<file path="src/pkg/pctg_pkg.sv">
// Constants for the PWM chopper and trip guard output stage.
// Functional notes
// - Chopper modulates incoming PWM with carrier when enabled.
// - Carrier from system clock, frequency and duty fields.
// - First pulse lasts 8 clocks times (code+1).
// - Sustaining pulses keep switch on after first.
// - Sustaining duty selectable 12.5% to 87.5%.
// - Chopper disabled passes both PWM signals unchanged.
// - Six fault inputs, active low, signal trips.
// - Select register picks which fault inputs count.
// - Low for one clock is accepted as fault.
// - Trip forces outputs asynchronously, even without clock.
// - Each input selectable as cycle or latched source.
// - Cycle trip applies action to outputs immediately.
// - Cycle trip sets flag, interrupts if enabled.
// - Cycle trip releases at counter zero if fault gone.
// - Cycle flag stays until software clears it.
// - Cleared cycle flag resets if fault persists.
// - Each output driven high, low, hi-z or unchanged.
// - Action codes: 00 hi-z, 01 high, 10 low, 11 none.
// - Latched trip holds until software clears it.
// - Software force acts like a pin trip.
// - Any fault input can raise trip interrupt.
// - No selection and no force passes outputs through.
// - Trip register writes need protected-write unlock.
package pctg_pkg;
  // ==========================================================
  // Register indices; byte address is four times the index.
  localparam logic [7:0] IDX_TRIP_SEL   = 8'h12;
  localparam logic [7:0] IDX_RSVD       = 8'h13;
  localparam logic [7:0] IDX_TRIP_ACT   = 8'h14;
  localparam logic [7:0] IDX_TRIP_IEN   = 8'h15;
  localparam logic [7:0] IDX_TRIP_FLG   = 8'h16;
  localparam logic [7:0] IDX_TRIP_CLR   = 8'h17;
  localparam logic [7:0] IDX_TRIP_FRC   = 8'h18;
  localparam logic [7:0] IDX_CHOP_CTL   = 8'h1E;
  // ==========================================================
  // Field positions.
  localparam int          SEL_CYC_LSB   = 0;
  localparam int          SEL_LAT_LSB   = 8;
  localparam int          ACT_A_LSB     = 0;
  localparam int          ACT_B_LSB     = 2;
  localparam int          FLG_INT       = 0;
  localparam int          FLG_CYC       = 1;
  localparam int          FLG_LAT       = 2;
  localparam int          CHP_EN        = 0;
  localparam int          CHP_WID_LSB   = 1;
  localparam int          CHP_FRQ_LSB   = 5;
  localparam int          CHP_DUT_LSB   = 8;
  // ==========================================================
  // Reset values and action codes.
  localparam logic [15:0] RST_SEL       = 16'h0000;
  localparam logic [15:0] RST_ACT       = 16'h0000;
  localparam logic [15:0] RST_IEN       = 16'h0000;
  localparam logic [15:0] RST_CHP       = 16'h0000;
  localparam logic [1:0]  ACT_HIZ       = 2'h0;
  localparam logic [1:0]  ACT_HIGH      = 2'h1;
  localparam logic [1:0]  ACT_LOW       = 2'h2;
  localparam logic [1:0]  ACT_NONE      = 2'h3;
  // ==========================================================
  // Timing: first pulse unit in system clocks, carrier phases.
  localparam logic [7:0]  FIRST_UNIT    = 8'h08;
  localparam logic [2:0]  DUTY_MAX      = 3'h6;
  localparam int          FAULT_N       = 6;
endpackage

</file>
<file path="src/pctg_chop.sv">
// One chopper lane: first pulse timer and carrier gating.
`timescale 1ns/1ps
module pctg_chop (
  input  wire logic       aclk,
  input  wire logic       aresetn,
  input  wire logic       chop_en,
  input  wire logic [3:0] width_code,
  input  wire logic       carrier,
  input  wire logic       pwm_in,
  output logic            pwm_out
);
  logic       pwm_prev_q;
  logic [7:0] first_cnt_q;
  logic [7:0] first_len;

  // ==========================================================
  // First pulse length is 8 clocks for each step of the code.
  assign first_len = pctg_pkg::FIRST_UNIT * ({4'h0, width_code} + 8'h01);

  // A rising PWM edge restarts the timer; low PWM idles it.
  always_ff @(posedge aclk)
  begin
    if (!aresetn)
    begin
      pwm_prev_q  <= 1'b0;
      first_cnt_q <= 8'h00;
    end
    else
    begin
      pwm_prev_q <= pwm_in;
      if (pwm_in && !pwm_prev_q)
        first_cnt_q <= first_len - 8'h01;
      else if (!pwm_in)
        first_cnt_q <= 8'h00;
      else if (first_cnt_q != 8'h00)
        first_cnt_q <= first_cnt_q - 8'h01;
    end
  end

  // Output is registered so chopped edges stay glitch free.
  always_ff @(posedge aclk)
  begin
    if (!aresetn)
      pwm_out <= 1'b0;
    else if (!chop_en)
      pwm_out <= pwm_in;
    else
      pwm_out <= pwm_in && ((pwm_in && !pwm_prev_q) || first_cnt_q != 8'h00
                 || carrier);
  end
endmodule // pctg_chop

</file>
<file path="src/pctg_top.sv">
// Chopper and trip guard for one PWM output pair, AXI4-Lite slave.
`timescale 1ns/1ps
module pctg_top (
  input  wire logic        aclk,
  input  wire logic        aresetn,
  input  wire logic [7:0]  s_axi_awaddr,
  input  wire logic        s_axi_awvalid,
  output logic             s_axi_awready,
  input  wire logic [31:0] s_axi_wdata,
  input  wire logic [3:0]  s_axi_wstrb,
  input  wire logic        s_axi_wvalid,
  output logic             s_axi_wready,
  output logic [1:0]       s_axi_bresp,
  output logic             s_axi_bvalid,
  input  wire logic        s_axi_bready,
  input  wire logic [7:0]  s_axi_araddr,
  input  wire logic        s_axi_arvalid,
  output logic             s_axi_arready,
  output logic [31:0]      s_axi_rdata,
  output logic [1:0]       s_axi_rresp,
  output logic             s_axi_rvalid,
  input  wire logic        s_axi_rready,
  input  wire logic        protected_write_unlock,
  input  wire logic        period_counter_zero,
  input  wire logic        pwm_in_a,
  input  wire logic        pwm_in_b,
  input  wire logic [5:0]  fault_input_n,
  output logic             pwm_output_a,
  output logic             pwm_output_a_oe,
  output logic             pwm_output_b,
  output logic             pwm_output_b_oe,
  output logic             trip_interrupt
);
  logic [15:0] sel_q, act_q, ien_q, chp_q;
  logic [2:0]  flg_q;
  logic        cyc_q, lat_q;
  logic [5:0]  flt_m_q, flt_s_q;
  logic [7:0]  aw_q, ar_q;
  logic        aw_ok_q, w_ok_q;
  logic [31:0] w_q;
  logic [3:0]  ws_q;
  logic        wr_do;
  logic [7:0]  wr_idx, rd_idx;
  logic        trip_wr_ok;
  logic [15:0] clr_v, frc_v;
  logic        cyc_fault, lat_fault, cyc_evt, lat_evt;
  logic        async_hit, trip_on;
  logic [2:0]  div_q;
  logic [2:0]  phase_q;
  logic        carrier;
  logic        chop_a, chop_b;

  // ==========================================================
  // Helpers.
  // Byte address to index; misaligned addresses never match.
  function automatic logic [7:0] to_idx(input logic [7:0] a);
    to_idx = (a[1:0] == 2'h0) ? {2'h0, a[7:2]} : 8'hFF;
  endfunction

  // Mapped indices; the reserved gap reads zero but answers OKAY.
  function automatic logic mapped(input logic [7:0] i);
    mapped = (i >= pctg_pkg::IDX_TRIP_SEL && i <= pctg_pkg::IDX_TRIP_FRC)
             || i == pctg_pkg::IDX_CHOP_CTL;
  endfunction

  // Drive value for one pin: {level, enable}.
  function automatic logic [1:0] act_out(input logic [1:0] c,
                                         input logic       trip,
                                         input logic       pin);
    if (!trip)
      act_out = {pin, 1'b1};
    else
    begin
      unique case (c)
        pctg_pkg::ACT_HIZ:  act_out = 2'b00;
        pctg_pkg::ACT_HIGH: act_out = 2'b11;
        pctg_pkg::ACT_LOW:  act_out = 2'b01;
        pctg_pkg::ACT_NONE: act_out = {pin, 1'b1};
      endcase
    end
  endfunction

  // ==========================================================
  // AXI4-Lite write channel: address and data taken in any order.
  assign s_axi_awready = !aw_ok_q && !s_axi_bvalid;
  assign s_axi_wready  = !w_ok_q && !s_axi_bvalid;
  assign wr_do         = aw_ok_q && w_ok_q && !s_axi_bvalid;
  assign wr_idx        = to_idx(aw_q);

  always_ff @(posedge aclk)
  begin
    if (!aresetn)
    begin
      aw_ok_q <= 1'b0;
      w_ok_q  <= 1'b0;
      aw_q    <= 8'h00;
      w_q     <= 32'h0000_0000;
      ws_q    <= 4'h0;
    end
    else
    begin
      if (s_axi_awvalid && s_axi_awready)
      begin
        aw_q    <= s_axi_awaddr;
        aw_ok_q <= 1'b1;
      end
      else if (wr_do)
        aw_ok_q <= 1'b0;
      if (s_axi_wvalid && s_axi_wready)
      begin
        w_q    <= s_axi_wdata;
        ws_q   <= s_axi_wstrb;
        w_ok_q <= 1'b1;
      end
      else if (wr_do)
        w_ok_q <= 1'b0;
    end
  end

  // Response one cycle after both halves are held.
  always_ff @(posedge aclk)
  begin
    if (!aresetn)
    begin
      s_axi_bvalid <= 1'b0;
      s_axi_bresp  <= 2'h0;
    end
    else if (wr_do)
    begin
      s_axi_bvalid <= 1'b1;
      s_axi_bresp  <= mapped(wr_idx) ? 2'h0 : 2'h2;
    end
    else if (s_axi_bready)
      s_axi_bvalid <= 1'b0;
  end

  // ==========================================================
  // AXI4-Lite read channel, data one cycle after the address.
  assign s_axi_arready = !s_axi_rvalid;
  assign rd_idx        = to_idx(s_axi_araddr);

  always_ff @(posedge aclk)
  begin
    if (!aresetn)
    begin
      s_axi_rvalid <= 1'b0;
      s_axi_rdata  <= 32'h0000_0000;
      s_axi_rresp  <= 2'h0;
    end
    else if (s_axi_arvalid && s_axi_arready)
    begin
      s_axi_rvalid <= 1'b1;
      s_axi_rresp  <= mapped(rd_idx) ? 2'h0 : 2'h2;
      unique case (rd_idx)
        pctg_pkg::IDX_TRIP_SEL: s_axi_rdata <= {16'h0000, sel_q};
        pctg_pkg::IDX_TRIP_ACT: s_axi_rdata <= {16'h0000, act_q};
        pctg_pkg::IDX_TRIP_IEN: s_axi_rdata <= {16'h0000, ien_q};
        pctg_pkg::IDX_TRIP_FLG: s_axi_rdata <= {29'h0000_0000, flg_q};
        pctg_pkg::IDX_CHOP_CTL: s_axi_rdata <= {16'h0000, chp_q};
        default:                s_axi_rdata <= 32'h0000_0000;
      endcase
    end
    else if (s_axi_rready)
      s_axi_rvalid <= 1'b0;
  end

  // ==========================================================
  // Configuration registers; only the low two lanes hold bits.
  // Trip registers ignore writes while the unlock is not active.
  assign trip_wr_ok = wr_do && protected_write_unlock;

  always_ff @(posedge aclk)
  begin
    if (!aresetn)
    begin
      sel_q <= pctg_pkg::RST_SEL;
      act_q <= pctg_pkg::RST_ACT;
      ien_q <= pctg_pkg::RST_IEN;
      chp_q <= pctg_pkg::RST_CHP;
    end
    else
    begin
      for (int i = 0; i < 2; i++)
      begin
        if (ws_q[i] && trip_wr_ok && wr_idx == pctg_pkg::IDX_TRIP_SEL)
          sel_q[i*8 +: 8] <= w_q[i*8 +: 8];
        if (ws_q[i] && trip_wr_ok && wr_idx == pctg_pkg::IDX_TRIP_ACT)
          act_q[i*8 +: 8] <= w_q[i*8 +: 8];
        if (ws_q[i] && trip_wr_ok && wr_idx == pctg_pkg::IDX_TRIP_IEN)
          ien_q[i*8 +: 8] <= w_q[i*8 +: 8];
        if (ws_q[i] && wr_do && wr_idx == pctg_pkg::IDX_CHOP_CTL)
          chp_q[i*8 +: 8] <= w_q[i*8 +: 8];
      end
    end
  end

  // Clear and force are write-only strobes lasting one cycle.
  assign clr_v = (trip_wr_ok && ws_q[0] && wr_idx == pctg_pkg::IDX_TRIP_CLR)
                 ? w_q[15:0] : 16'h0000;
  assign frc_v = (trip_wr_ok && ws_q[0] && wr_idx == pctg_pkg::IDX_TRIP_FRC)
                 ? w_q[15:0] : 16'h0000;

  // ==========================================================
  // Fault pins pass two flip-flops before the clocked trip logic.
  always_ff @(posedge aclk)
  begin
    if (!aresetn)
    begin
      flt_m_q <= 6'h3F;
      flt_s_q <= 6'h3F;
    end
    else
    begin
      flt_m_q <= fault_input_n;
      flt_s_q <= flt_m_q;
    end
  end

  // Low selected pins count as faults, split by source kind.
  assign cyc_fault = |(~flt_s_q & sel_q[pctg_pkg::SEL_CYC_LSB +: 6]);
  assign lat_fault = |(~flt_s_q & sel_q[pctg_pkg::SEL_LAT_LSB +: 6]);
  assign cyc_evt   = cyc_fault || frc_v[pctg_pkg::FLG_CYC];
  assign lat_evt   = lat_fault || frc_v[pctg_pkg::FLG_LAT];

  // The raw pins also force the outputs with no clock involved.
  assign async_hit = |(~fault_input_n & (sel_q[pctg_pkg::SEL_CYC_LSB +: 6]
                     | sel_q[pctg_pkg::SEL_LAT_LSB +: 6]));

  // ==========================================================
  // Trip states; a new event wins over a release or a clear.
  always_ff @(posedge aclk)
  begin
    if (!aresetn)
      cyc_q <= 1'b0;
    else if (cyc_evt)
      cyc_q <= 1'b1;
    else if (period_counter_zero)
      cyc_q <= 1'b0;
  end

  always_ff @(posedge aclk)
  begin
    if (!aresetn)
      lat_q <= 1'b0;
    else if (lat_evt)
      lat_q <= 1'b1;
    else if (clr_v[pctg_pkg::FLG_LAT])
      lat_q <= 1'b0;
  end

  // Sticky flags; the interrupt flag collects enabled events.
  always_ff @(posedge aclk)
  begin
    if (!aresetn)
      flg_q <= 3'h0;
    else
    begin
      if (cyc_evt)
        flg_q[pctg_pkg::FLG_CYC] <= 1'b1;
      else if (clr_v[pctg_pkg::FLG_CYC])
        flg_q[pctg_pkg::FLG_CYC] <= 1'b0;
      if (lat_evt)
        flg_q[pctg_pkg::FLG_LAT] <= 1'b1;
      else if (clr_v[pctg_pkg::FLG_LAT])
        flg_q[pctg_pkg::FLG_LAT] <= 1'b0;
      if ((cyc_evt && ien_q[pctg_pkg::FLG_CYC]) || (lat_evt && ien_q[pctg_pkg::FLG_LAT]))
        flg_q[pctg_pkg::FLG_INT] <= 1'b1;
      else if (clr_v[pctg_pkg::FLG_INT])
        flg_q[pctg_pkg::FLG_INT] <= 1'b0;
    end
  end

  assign trip_interrupt = flg_q[pctg_pkg::FLG_INT];

  // ==========================================================
  // Carrier: eight phases, each 1 to 8 system clocks long.
  // The high phases number duty code plus one, 1/8 up to 7/8.
  always_ff @(posedge aclk)
  begin
    if (!aresetn)
    begin
      div_q   <= 3'h0;
      phase_q <= 3'h0;
    end
    else if (div_q >= chp_q[pctg_pkg::CHP_FRQ_LSB +: 3])
    begin
      div_q   <= 3'h0;
      phase_q <= phase_q + 3'h1;
    end
    else
      div_q <= div_q + 3'h1;
  end

  // Code 7 is not a valid ratio and is held to 7/8.
  assign carrier = (phase_q <= ((chp_q[pctg_pkg::CHP_DUT_LSB +: 3] > pctg_pkg::DUTY_MAX)
                   ? pctg_pkg::DUTY_MAX : chp_q[pctg_pkg::CHP_DUT_LSB +: 3]));

  // ==========================================================
  // One chopper lane for each output.
  pctg_chop u_chop_a (
    .aclk       (aclk),
    .aresetn    (aresetn),
    .chop_en    (chp_q[pctg_pkg::CHP_EN]),
    .width_code (chp_q[pctg_pkg::CHP_WID_LSB +: 4]),
    .carrier    (carrier),
    .pwm_in     (pwm_in_a),
    .pwm_out    (chop_a)
  );

  pctg_chop u_chop_b (
    .aclk       (aclk),
    .aresetn    (aresetn),
    .chop_en    (chp_q[pctg_pkg::CHP_EN]),
    .width_code (chp_q[pctg_pkg::CHP_WID_LSB +: 4]),
    .carrier    (carrier),
    .pwm_in     (pwm_in_b),
    .pwm_out    (chop_b)
  );

  // ==========================================================
  // Trip forcing sits after the chopper, so it always wins.
  // This path is combinational to keep working without a clock.
  assign trip_on = cyc_q || lat_q || async_hit;
  assign {pwm_output_a, pwm_output_a_oe} =
    act_out(act_q[pctg_pkg::ACT_A_LSB +: 2], trip_on, chop_a);
  assign {pwm_output_b, pwm_output_b_oe} =
    act_out(act_q[pctg_pkg::ACT_B_LSB +: 2], trip_on, chop_b);
endmodule // pctg_top

</file>
<file path="config.mk">
export PLATFORM = sky130hd
export DESIGN_NAME = pctg_top
export DESIGN_NICKNAME = d
export VERILOG_FILES = /design/src/pkg/pctg_pkg.sv /design/src/pctg_chop.sv /design/src/pctg_top.sv
export SDC_FILE = /design/constraint.sdc
export NUM_CORES = 1
export LEC_CHECK = 0
export ABC_AREA = 1
export BUFFER_PORTS_ARGS = -buffer_cell sky130_fd_sc_hd__buf_2
export CORE_ASPECT_RATIO = 1.25
export CORE_MARGIN = 3
export CORE_UTILIZATION = 25
export CTS_CLUSTER_DIAMETER = 30
export DETAILED_ROUTE_END_ITERATION = 7
export HOLD_SLACK_MARGIN = 0.05
export PLACE_DENSITY = 0.47
export SLEW_MARGIN = 20
export SYNTH_ARGS = -nofsm -noshare
export SYNTH_HDL_FRONTEND = slang
export SYNTH_SLANG_ARGS = --single-unit
</file>
<file path="constraint.sdc">
create_clock -name aclk -period 2.3 [get_ports aclk]
set_clock_uncertainty 0.05 [all_clocks]
set_input_delay 0.46 -clock aclk [delete_from_list [all_inputs] [get_ports aclk]]
set_output_delay 0.46 -clock aclk [all_outputs]
set_load 0.01 [all_outputs]
</file>
==> reports/qor.yml, run 1 <==
outcome:
  status: "completed"
clocking:
  worst_skew_pair.late_latency_ns: 0.44
  htree_levels: 4
  cts_root_buf: "clkbuf_16"
  clkSinkCount: 154
  tritoncts: "built"
  cts_buffers: 17
  clockBufferDepth: 2
  clk_pin_slew_ns: 0.07
worst_hold_path:
  hold_depth: 2
  hp-class: "primary input to flop"
  worstHoldStart: "fault_input_n[4]"
  hold_path_end: "flt_m_q[4]"
floorplan:
  die_w_um: 160
  core_area_sq_mm: 0.0287
  ios: 115
  start_util_pct: 25.6
  die_h_um: 198
  die_area_sq_mm: 0.0316
  core.rowCount: 69
finish:
  area_delta_synth_final_pct: 19.4
  antennaDiodeCount: 0
  fin_cells: 1440
  drive_gt1_share_pct: 21.1
  finish.instance_area_sq_mm: 0.00880
  final_nets: 1117
critical_path:
  critPathRequiredTime_ns: 1.79
  worst-path-buf-inv: 3
  cpPeakStageDelay_ns: 0.32
  critPathKind: "flop to primary output"
  cp_top_family: "simple AND/OR/NAND/NOR gates"
  cp_slowest_cell: "dfxtp_1"
  critPathMaxFanout: 4
  worstReg2RegStart: "w_ok_q"
  cp-start-kind: "flop"
  arrival_ns: 1.68
  cp.depth: 8
  endpoint_kind: "primary output"
  r2r-end: "sel_q[5]"
  reg2reg_slack_ns: 0.41
  rr_worst_depth: 7
  crit_chain: "inv_2 -> a21oi_1 -> nor4_2 -> buf_4 -> nand2_4 -> nand2_2 -> nand2_1 -> buf_2"
grt:
  antenna_found_initial: 0
  grt_pass1_vias: 6055
  grtUsageMet2_pct: 20.7
  met1_usage_pct: 18.8
  gr-max-usage-layer: "met2"
  track_usage_pct: 13.3
  grt_use_met3_pct: 2.64
  grt_pass1_wl_um: 33200
  grt_max_degree: 75
  overflow: 0
sta:
  setup_viol: 0
  drv_slew: 0
  fin_crit_sh_pct: 95.2
  fin_setup_tns_ns: 0
  fmax_mhz: 457
  rsz0062_at_grt: "false"
  slew_headroom_pct: 59.0
  tightest_slew_ns: 0.615
  fin_ws_ns: 0.112
  hold_violations: 0
  fin_crit_ns: 2.19
pwr:
  power_density_mw_per_mm2: 712
  p_total_mw: 6.27
  p_leak_nw: 3.53
  ir_drop_v: 0.000421
synthesis:
  synth_warnings: 0
  synth_cell_types: 40
  yosysSeqAreaShare_pct: 41.8
  netlist_top_cells_area: "dfxtp_1 42%, nor2_1 7.4%, inv_1 6.1%"
  synth-edff-count: 0
  synth_area_sq_mm: 0.00737
  synth_seq_cells: 154
  yosys.area.top_type: "dfxtp_1"
  yosysMostFrequentCell: "dfxtp_1"
  ys_async_sr_fraction_pct: 0
  yosys_most_used_dff: "dfxtp_1"
  synth.top_cell.area_share_pct: 41.8
  syn_avg_cell_area_sq_um: 7.69
  syn_inst: 959
  synth.top_cells.by_count: "154 x dfxtp_1, 146 x nor2_1, 119 x inv_1"
detailed_routing:
  wl_per_cell_um: 14.4
  drc: 0
  dr_total_vias: 6341
  ant_nets: 0
  routed_via_density: 4.40
  finalWirelength_um: 20800
  drt_iter0_markers: 326
  firstDrtPassIters: 7
placement:
  dpl.hpwl_um: 15200
  detailed_place.area_sq_mm: 0.00815
  place.gp.congestion: 0.799
  port_buffers: 78
  dp.cells: 1404
  dp_slack_ns: 0.271
run:
  drv_cap: 0
==> per-stage QoR <==
stage / hold WS [ns] / util [%]
floorplan: 0.343 / -
global placement: 0.345 / 28.4
detailed placement: 0.348 / 28.4
CTS: 0.171 / 30.4
global route: 0.185 / 30.6
finish: 0.187 / 30.6
==> cells by family after synthesis <==
family / Yosys count / synth area share [%]
AOI/OAI and AO/OA: 204 / 17.6
xor gates and xnor gates: 10 / 1.19
adders and majority gates: 11 / 1.87
buffers and inverters: 177 / 10.8
DFF: 154 / 41.8
other: 1 / 0.0509
and+or+nand+nor: 402 / 26.7
==> what timing repair did <==
action	in CTS	in global routing
pin swaps	1	4
hold buffers	0	0
setup buffers	0	4
gates resized for setup	5	11
setup endpoints to repair	4	4
==> cells in the final DEF (no fill, tap or decap), types with 17 or more instances in the layout <==
cell and count:
dfxtp_1 152, nor2_1 146, inv_1 111, nand2_1 101, o21ai_0 82, buf_2 78
nand3_1 70, a21oi_1 67, a211oi_2 32, nand4_1 28, conb_1 18, clkbuf_16 17
==> state kept, by name, indices dropped and copies added (netlist names), 6 cells and up <==
name	cells
u_chop_b.first_cnt_q	8
chp_q	16
ien_q	16
w_q	16
u_chop_a.first_cnt_q	8
sel_q	16
act_q	16
flt_m_q	6
aw_q	8
flt_s_q	6
s_axi_rdata	16
==> routing by layer <==
| metal | routed length [um] | vias to the layer above | share of wire [%] |
|---|---|---|---|
| met5 | 0 | - | 0 |
| met4 | 282 | 0 | 1.4 |
| met3 | 965 | 19 | 4.6 |
| met2 | 8970 | 161 | 43 |
| met1 | 10500 | 2870 | 51 |
| li1 | - | 3291 | - |
==> power by group <==
part,total [mW],switching (mW),internal [mW]
clock network,2.82,1.26,1.56
logic,0.592,0.388,0.204
registers,2.86,0.102,2.76
==> cell type report <==
class | count | area, sq um
fill | 3098 | 19900
multi-input combinational | 645 | 3590
sequential | 154 | 3090
timing repair buffer | 97 | 596
tap | 390 | 488
inverter | 122 | 458
clock buffer | 18 | 439
clock inverter | 14 | 145
==> worst max path at each step <==
stage | start | endpoint | slack [ns]
floorplan | fault_input_n[2] | pwm_output_a | 0.61
CTS | sel_q[13] | pwm_output_b | 0.01
global route | sel_q[11] | pwm_output_a | 0.004
finish | sel_q[3] | pwm_output_a | 0.11
detailed placement | fault_input_n[5] | pwm_output_b | 0.27
global placement | fault_input_n[2] | pwm_output_b | 0.26
No activity file was read; power rests on OpenSTA's default activity.
==> run 2: changes to the inputs <==
--- a/config.mk
+++ b/config.mk
@@ -6,14 +6,15 @@
 export NUM_CORES = 1
 export LEC_CHECK = 0
 export ABC_AREA = 1
-export BUFFER_PORTS_ARGS = -buffer_cell sky130_fd_sc_hd__buf_2
+export ABC_CLOCK_PERIOD_IN_PS = 2300
 export CORE_ASPECT_RATIO = 1.25
 export CORE_MARGIN = 3
 export CORE_UTILIZATION = 25
 export CTS_CLUSTER_DIAMETER = 30
 export DETAILED_ROUTE_END_ITERATION = 7
+export DONT_BUFFER_PORTS = 1
 export HOLD_SLACK_MARGIN = 0.05
-export PLACE_DENSITY = 0.47
+export PLACE_DENSITY = 0.43
 export SLEW_MARGIN = 20
 export SYNTH_ARGS = -nofsm -noshare
 export SYNTH_HDL_FRONTEND = slang
==> reports/qor.yml, run 2 (synthesis results as in run 1) <==
clocking:
  tritoncts: "built"
  post_cts_buffers: 0
  cts_buffers: 17
  worst_skew_pair.late_latency_ns: 0.43
  cts_root_buf: "clkbuf_16"
  clockBufferDepth: 2
  ctsHoldBuffers: 0
  clk_pin_slew_ns: 0.07
  clkSinkCount: 154
  htree_levels: 4
floorplan:
  die_w_um: 160
  die_h_um: 198
  start_util_pct: 25.6
  core_area_sq_mm: 0.0287
  core.rowCount: 69
  die_area_sq_mm: 0.0316
  ios: 115
critical_path:
  endpoint_kind: "primary output"
  arrival_ns: 1.68
  reg2reg_slack_ns: 0.44
  cp-start-kind: "flop"
  critPathRequiredTime_ns: 1.79
  worstReg2RegStart: "aw_q[0]"
  r2r-end: "chp_q[1]"
  critPathMaxFanout: 4
  critPathKind: "flop to primary output"
  rr_worst_depth: 8
placement:
  port_buffers: 0
  dp.cells: 1321
  detailed_place.area_sq_mm: 0.00769
  dpl.hpwl_um: 15100
  place.gp.congestion: 0.789
finish:
  drive_gt1_share_pct: 13.2
  final_nets: 1030
  final_cell_mix: "154 x dfxtp_1, 146 x nor2_1, 112 x inv_1, 103 x nand2_1, 82 x o21ai_0"
  area_delta_synth_final_pct: 12.5
  fin_cells: 1356
  finish.instance_area_sq_mm: 0.00830
  fillerInstances: 3129
  final_common_cell: "dfxtp_1"
worst_hold_path:
  worstHoldStart: "fault_input_n[1]"
  hp-class: "primary input to flop"
  hold_path_end: "flt_m_q[1]"
  hold_depth: 1
detailed_routing:
  drc: 0
  dr_total_vias: 6026
  routed_via_density: 4.44
  wl_per_cell_um: 15.6
  finalWirelength_um: 21100
  firstDrtPassIters: 5
  drt_iter0_markers: 323
  ant_nets: 0
grt:
  track_usage_pct: 13.6
  grt_max_degree: 76
  grt_pass1_wl_um: 33900
  overflow: 0
  antenna_found_initial: 2
  grt_pass1_vias: 5925
sta:
  hold_violations: 0
  setup_viol: 0
  tightest_slew_ns: 0.630
  slew_headroom_pct: 57.9
  fin_setup_tns_ns: 0
  drv_slew: 0
  fin_crit_sh_pct: 95.4
  fin_crit_ns: 2.19
  fmax_mhz: 456
  rsz0062_at_grt: "false"
pwr:
  ir_drop_v: 0.000449
  power_density_mw_per_mm2: 749
  p_total_mw: 6.21
  p_leak_nw: 3.14
outcome:
  status: "completed"
run:
  drv_cap: 0
-- run 2: worst max-delay path, cell delays in order, from the launching register on --
cell,delay (ns)
dfxtp_1,0.31
inv_1,0.13
a21oi_1,0.08
nor4_1,0.25
buf_4,0.19
nand2_1,0.10
nand2_1,0.07
nand2_1,0.12
-- run 2: how the worst max path moves through the flow --
stage                     start              end  slack [ns]  cells past startpoint
2_1_floorplan  fault_input_n[2]     pwm_output_a        0.61                      5
3_3_place_gp    s_axi_araddr[1]  s_axi_rdata[15]        0.40                      7
3_5_place_dp    s_axi_araddr[1]  s_axi_rdata[15]        0.39                      7
4_1_cts                sel_q[2]  pwm_output_a_oe        0.03                      6
5_1_grt                sel_q[2]     pwm_output_a       0.004                      7
6_report               sel_q[2]     pwm_output_a        0.11                      7
-- run 2: layer usage --
| metal | global-route usage [%] | up-vias | part of all wire, % |
|---|---|---|---|
| li1 | - | 3128 | - |
| met1 | 17.9 | 2736 | 48 |
| met2 | 21.9 | 145 | 44 |
| met3 | 3.87 | 17 | 6.1 |
| met4 | 3.73 | 0 | 1.5 |
| met5 | 0 | - | 0 |
-- run 2: final cells by class --
class	count	area (sq um)	area share (%)
diodes	3	7.51	0.0905
clock buffers	18	439	5.29
clock inverters	14	161	1.95
inverters	122	458	5.52
multi-input cells	645	3560	42.9
flip-flops and latches	154	3080	37.2
well taps	390	488	5.88
repair buffers	10	100	1.21
-- run 2: stage by stage --
stage,util [%],worst slack (ns),hold slack [ns]
floorplan,-,0.608,0.343
global placement,26.7,0.403,0.344
detailed placement,26.7,0.388,0.348
CTS,28.8,0.0263,0.0619
global route,28.8,0.00444,0.0592
finish,28.9,0.107,0.0812
-- run 2: timing repair --
item,CTS,global route
endpoints found under the hold margin,0,0
cloned,0,0
resized for setup,1,5
pin swaps,0,1
setup endpoints to repair,4,4
-- run 2: report_power, final --
part	switching [mW]	leakage (nW)	total (mW)	internal, mW
Combinational	0.336	1.60	0.494	0.157
Sequential	0.104	1.25	2.86	2.76
Clock	1.20	0.290	2.86	1.65
==> run 3: changes to the inputs <==
--- a/config.mk
+++ b/config.mk
@@ -7,6 +7,8 @@
 export LEC_CHECK = 0
 export ABC_AREA = 1
 export ABC_CLOCK_PERIOD_IN_PS = 2300
+export CELL_PAD_IN_SITES_DETAIL_PLACEMENT = 1
+export CELL_PAD_IN_SITES_GLOBAL_PLACEMENT = 1
 export CORE_ASPECT_RATIO = 1.25
 export CORE_MARGIN = 3
 export CORE_UTILIZATION = 25
@@ -14,7 +16,7 @@
 export DETAILED_ROUTE_END_ITERATION = 7
 export DONT_BUFFER_PORTS = 1
 export HOLD_SLACK_MARGIN = 0.05
-export PLACE_DENSITY = 0.43
+export PLACE_DENSITY = 0.53
 export SLEW_MARGIN = 20
 export SYNTH_ARGS = -nofsm -noshare
 export SYNTH_HDL_FRONTEND = slang
==> reports/qor.yml, run 3 (synthesis results as in run 1) <==
outcome:
  status: "completed"
clocking:
  worst_skew_pair.late_latency_ns: 0.43
  tritoncts: "built"
  clkSinkCount: 154
  post_cts_buffers: 0
  clk_pin_slew_ns: 0.06
  cts_buffers: 17
  clockBufferDepth: 2
  cts_root_buf: "clkbuf_16"
  htree_levels: 4
grt:
  track_usage_pct: 14.0
  grt_max_degree: 76
  grt_pass1_vias: 6105
  antenna_found_initial: 0
  grt_pass1_wl_um: 34900
  overflow: 0
critical_path:
  cp_slowest_cell: "dfxtp_1"
  critPathMaxFanout: 4
  cp-start-kind: "flop"
  rr_worst_depth: 5
  arrival_ns: 1.67
  crit_chain: "inv_2 -> a21oi_1 -> nor4_2 -> buf_4 -> nand2_2 -> nand2_2 -> nand2_2"
  worstReg2RegStart: "s_axi_bvalid"
  endpoint_kind: "primary output"
  r2r-end: "w_q[15]"
  startpoint: "sel_q[10]"
  cpPeakStageDelay_ns: 0.32
  cpMostUsedCell: "nand2_2"
  critPathRequiredTime_ns: 1.79
  critPathKind: "flop to primary output"
  reg2reg_slack_ns: 0.44
floorplan:
  core_area_sq_mm: 0.0287
  ios: 115
  die_w_um: 160
  start_util_pct: 25.6
  die_area_sq_mm: 0.0316
  core.rowCount: 69
  die_h_um: 198
detailed_routing:
  dr_total_vias: 6079
  drt_iter0_markers: 232
  wl_per_cell_um: 16.1
  ant_nets: 0
  drc: 0
  firstDrtPassIters: 4
  routed_via_density: 4.49
  finalWirelength_um: 21900
sta:
  slew_headroom_pct: 62.4
  drv_slew: 0
  setup_viol: 0
  fin_crit_ns: 2.18
  tightest_slew_ns: 0.564
  holdWs_ns: 0.0872
  fin_crit_sh_pct: 94.7
  fmax_mhz: 459
  hold_violations: 0
worst_hold_path:
  hp-class: "primary input to flop"
  hold_path_end: "flt_m_q[3]"
  hold_depth: 1
  worstHoldStart: "fault_input_n[3]"
finish:
  drive_gt1_share_pct: 14.0
  post-route-util_pct: 28.9
  area_delta_synth_final_pct: 12.7
  antennaDiodeCount: 0
  final_nets: 1032
  final_common_cell: "dfxtp_1"
  final_cell_mix: "154 x dfxtp_1, 146 x nor2_1, 112 x inv_1, 99 x nand2_1, 82 x o21ai_0"
run:
  drv_cap: 0
pwr:
  power_density_mw_per_mm2: 732
  p_leak_nw: 3.12
  ir_drop_v: 0.000413
placement:
  port_buffers: 0
  dpl.hpwl_um: 16200
  place.gp.congestion: 0.782
## run 3: cell types whose count changed in the layout (fill, tap and decap cells not counted), moves of 3 or more
cell        before  now
nand2_1        103   99
clkinvlp_4       2    8
clkinv_4         4    0
nand2_2          2    6
diode_2          3    0
## run 3: how the worst max path moves through the flow
stage                      endpoint  slack [ns]  cells after the start
floorplan              pwm_output_a        0.61                      5
global placement    pwm_output_a_oe        0.37                      5
detailed placement  pwm_output_a_oe        0.33                      4
CTS                 pwm_output_a_oe       -0.01                      6
global route           pwm_output_a  -0.0000006                      7
finish                 pwm_output_b        0.12                      7
## run 3: power breakdown
group	switching [mW]	internal, mW
clock	1.19	1.53
sequential	0.108	2.76
combinational	0.341	0.158
total	1.64	4.44
## run 3: timing repair
| item | in CTS | in global routing |
|---|---|---|
| hold buffers | 0 | 0 |
| endpoints found under the setup margin | 4 | 4 |
| pin swaps | 1 | 2 |
| gates resized for setup | 5 | 10 |
## run 3: routing by layer
| metal | vias to the layer above | part of all wire (%) | global-route usage [%] |
|---|---|---|---|
| met5 | - | 0 | 0 |
| met4 | 0 | 0.99 | 3.31 |
| met3 | 10 | 3.7 | 3.33 |
| met2 | 88 | 45 | 22.7 |
| met1 | 2860 | 50 | 18.9 |
| li1 | 3121 | - | - |
## run 3: area by class of cell
cell class                      count  area [sq um]
Multi-Input combinational cell    645          3600
Clock buffer                       20           447
Fill cell                        3472         20400
Tap cell                          390           488
Clock inverter                     12           116
Sequential cell                   154          3080
Inverter                          122           458
Timing Repair Buffer               12           115
## run 3: stage by stage
| step | setup TNS [ns] | std cells | instance area (sq um) | total power, mW | setup slack [ns] |
|---|---|---|---|---|---|
| 6_report | 0 | 1355 | 8310 | 6.08 | 0.121 |
| 5_1_grt | 0 | 1355 | 8310 | 6.41 | -0.000000555 |
| 4_1_cts | -0.0218 | 1355 | 8280 | 6.20 | -0.0145 |
| 3_5_place_dp | 0 | 1323 | 7700 | 3.44 | 0.334 |
| 3_3_place_gp | 0 | 1323 | 7700 | 3.43 | 0.369 |
| 2_1_floorplan | 0 | 976 | 7440 | 3.31 | 0.608 |
## run 3: worst max-delay path, delay by kind of cell, from the launching register on
family,cells,cell delay [ns]
AO/OA/AOI/OAI,1,0.07
buffers and inverters,2,0.25
flip-flops,1,0.32
AND/OR/NAND/NOR,4,0.59
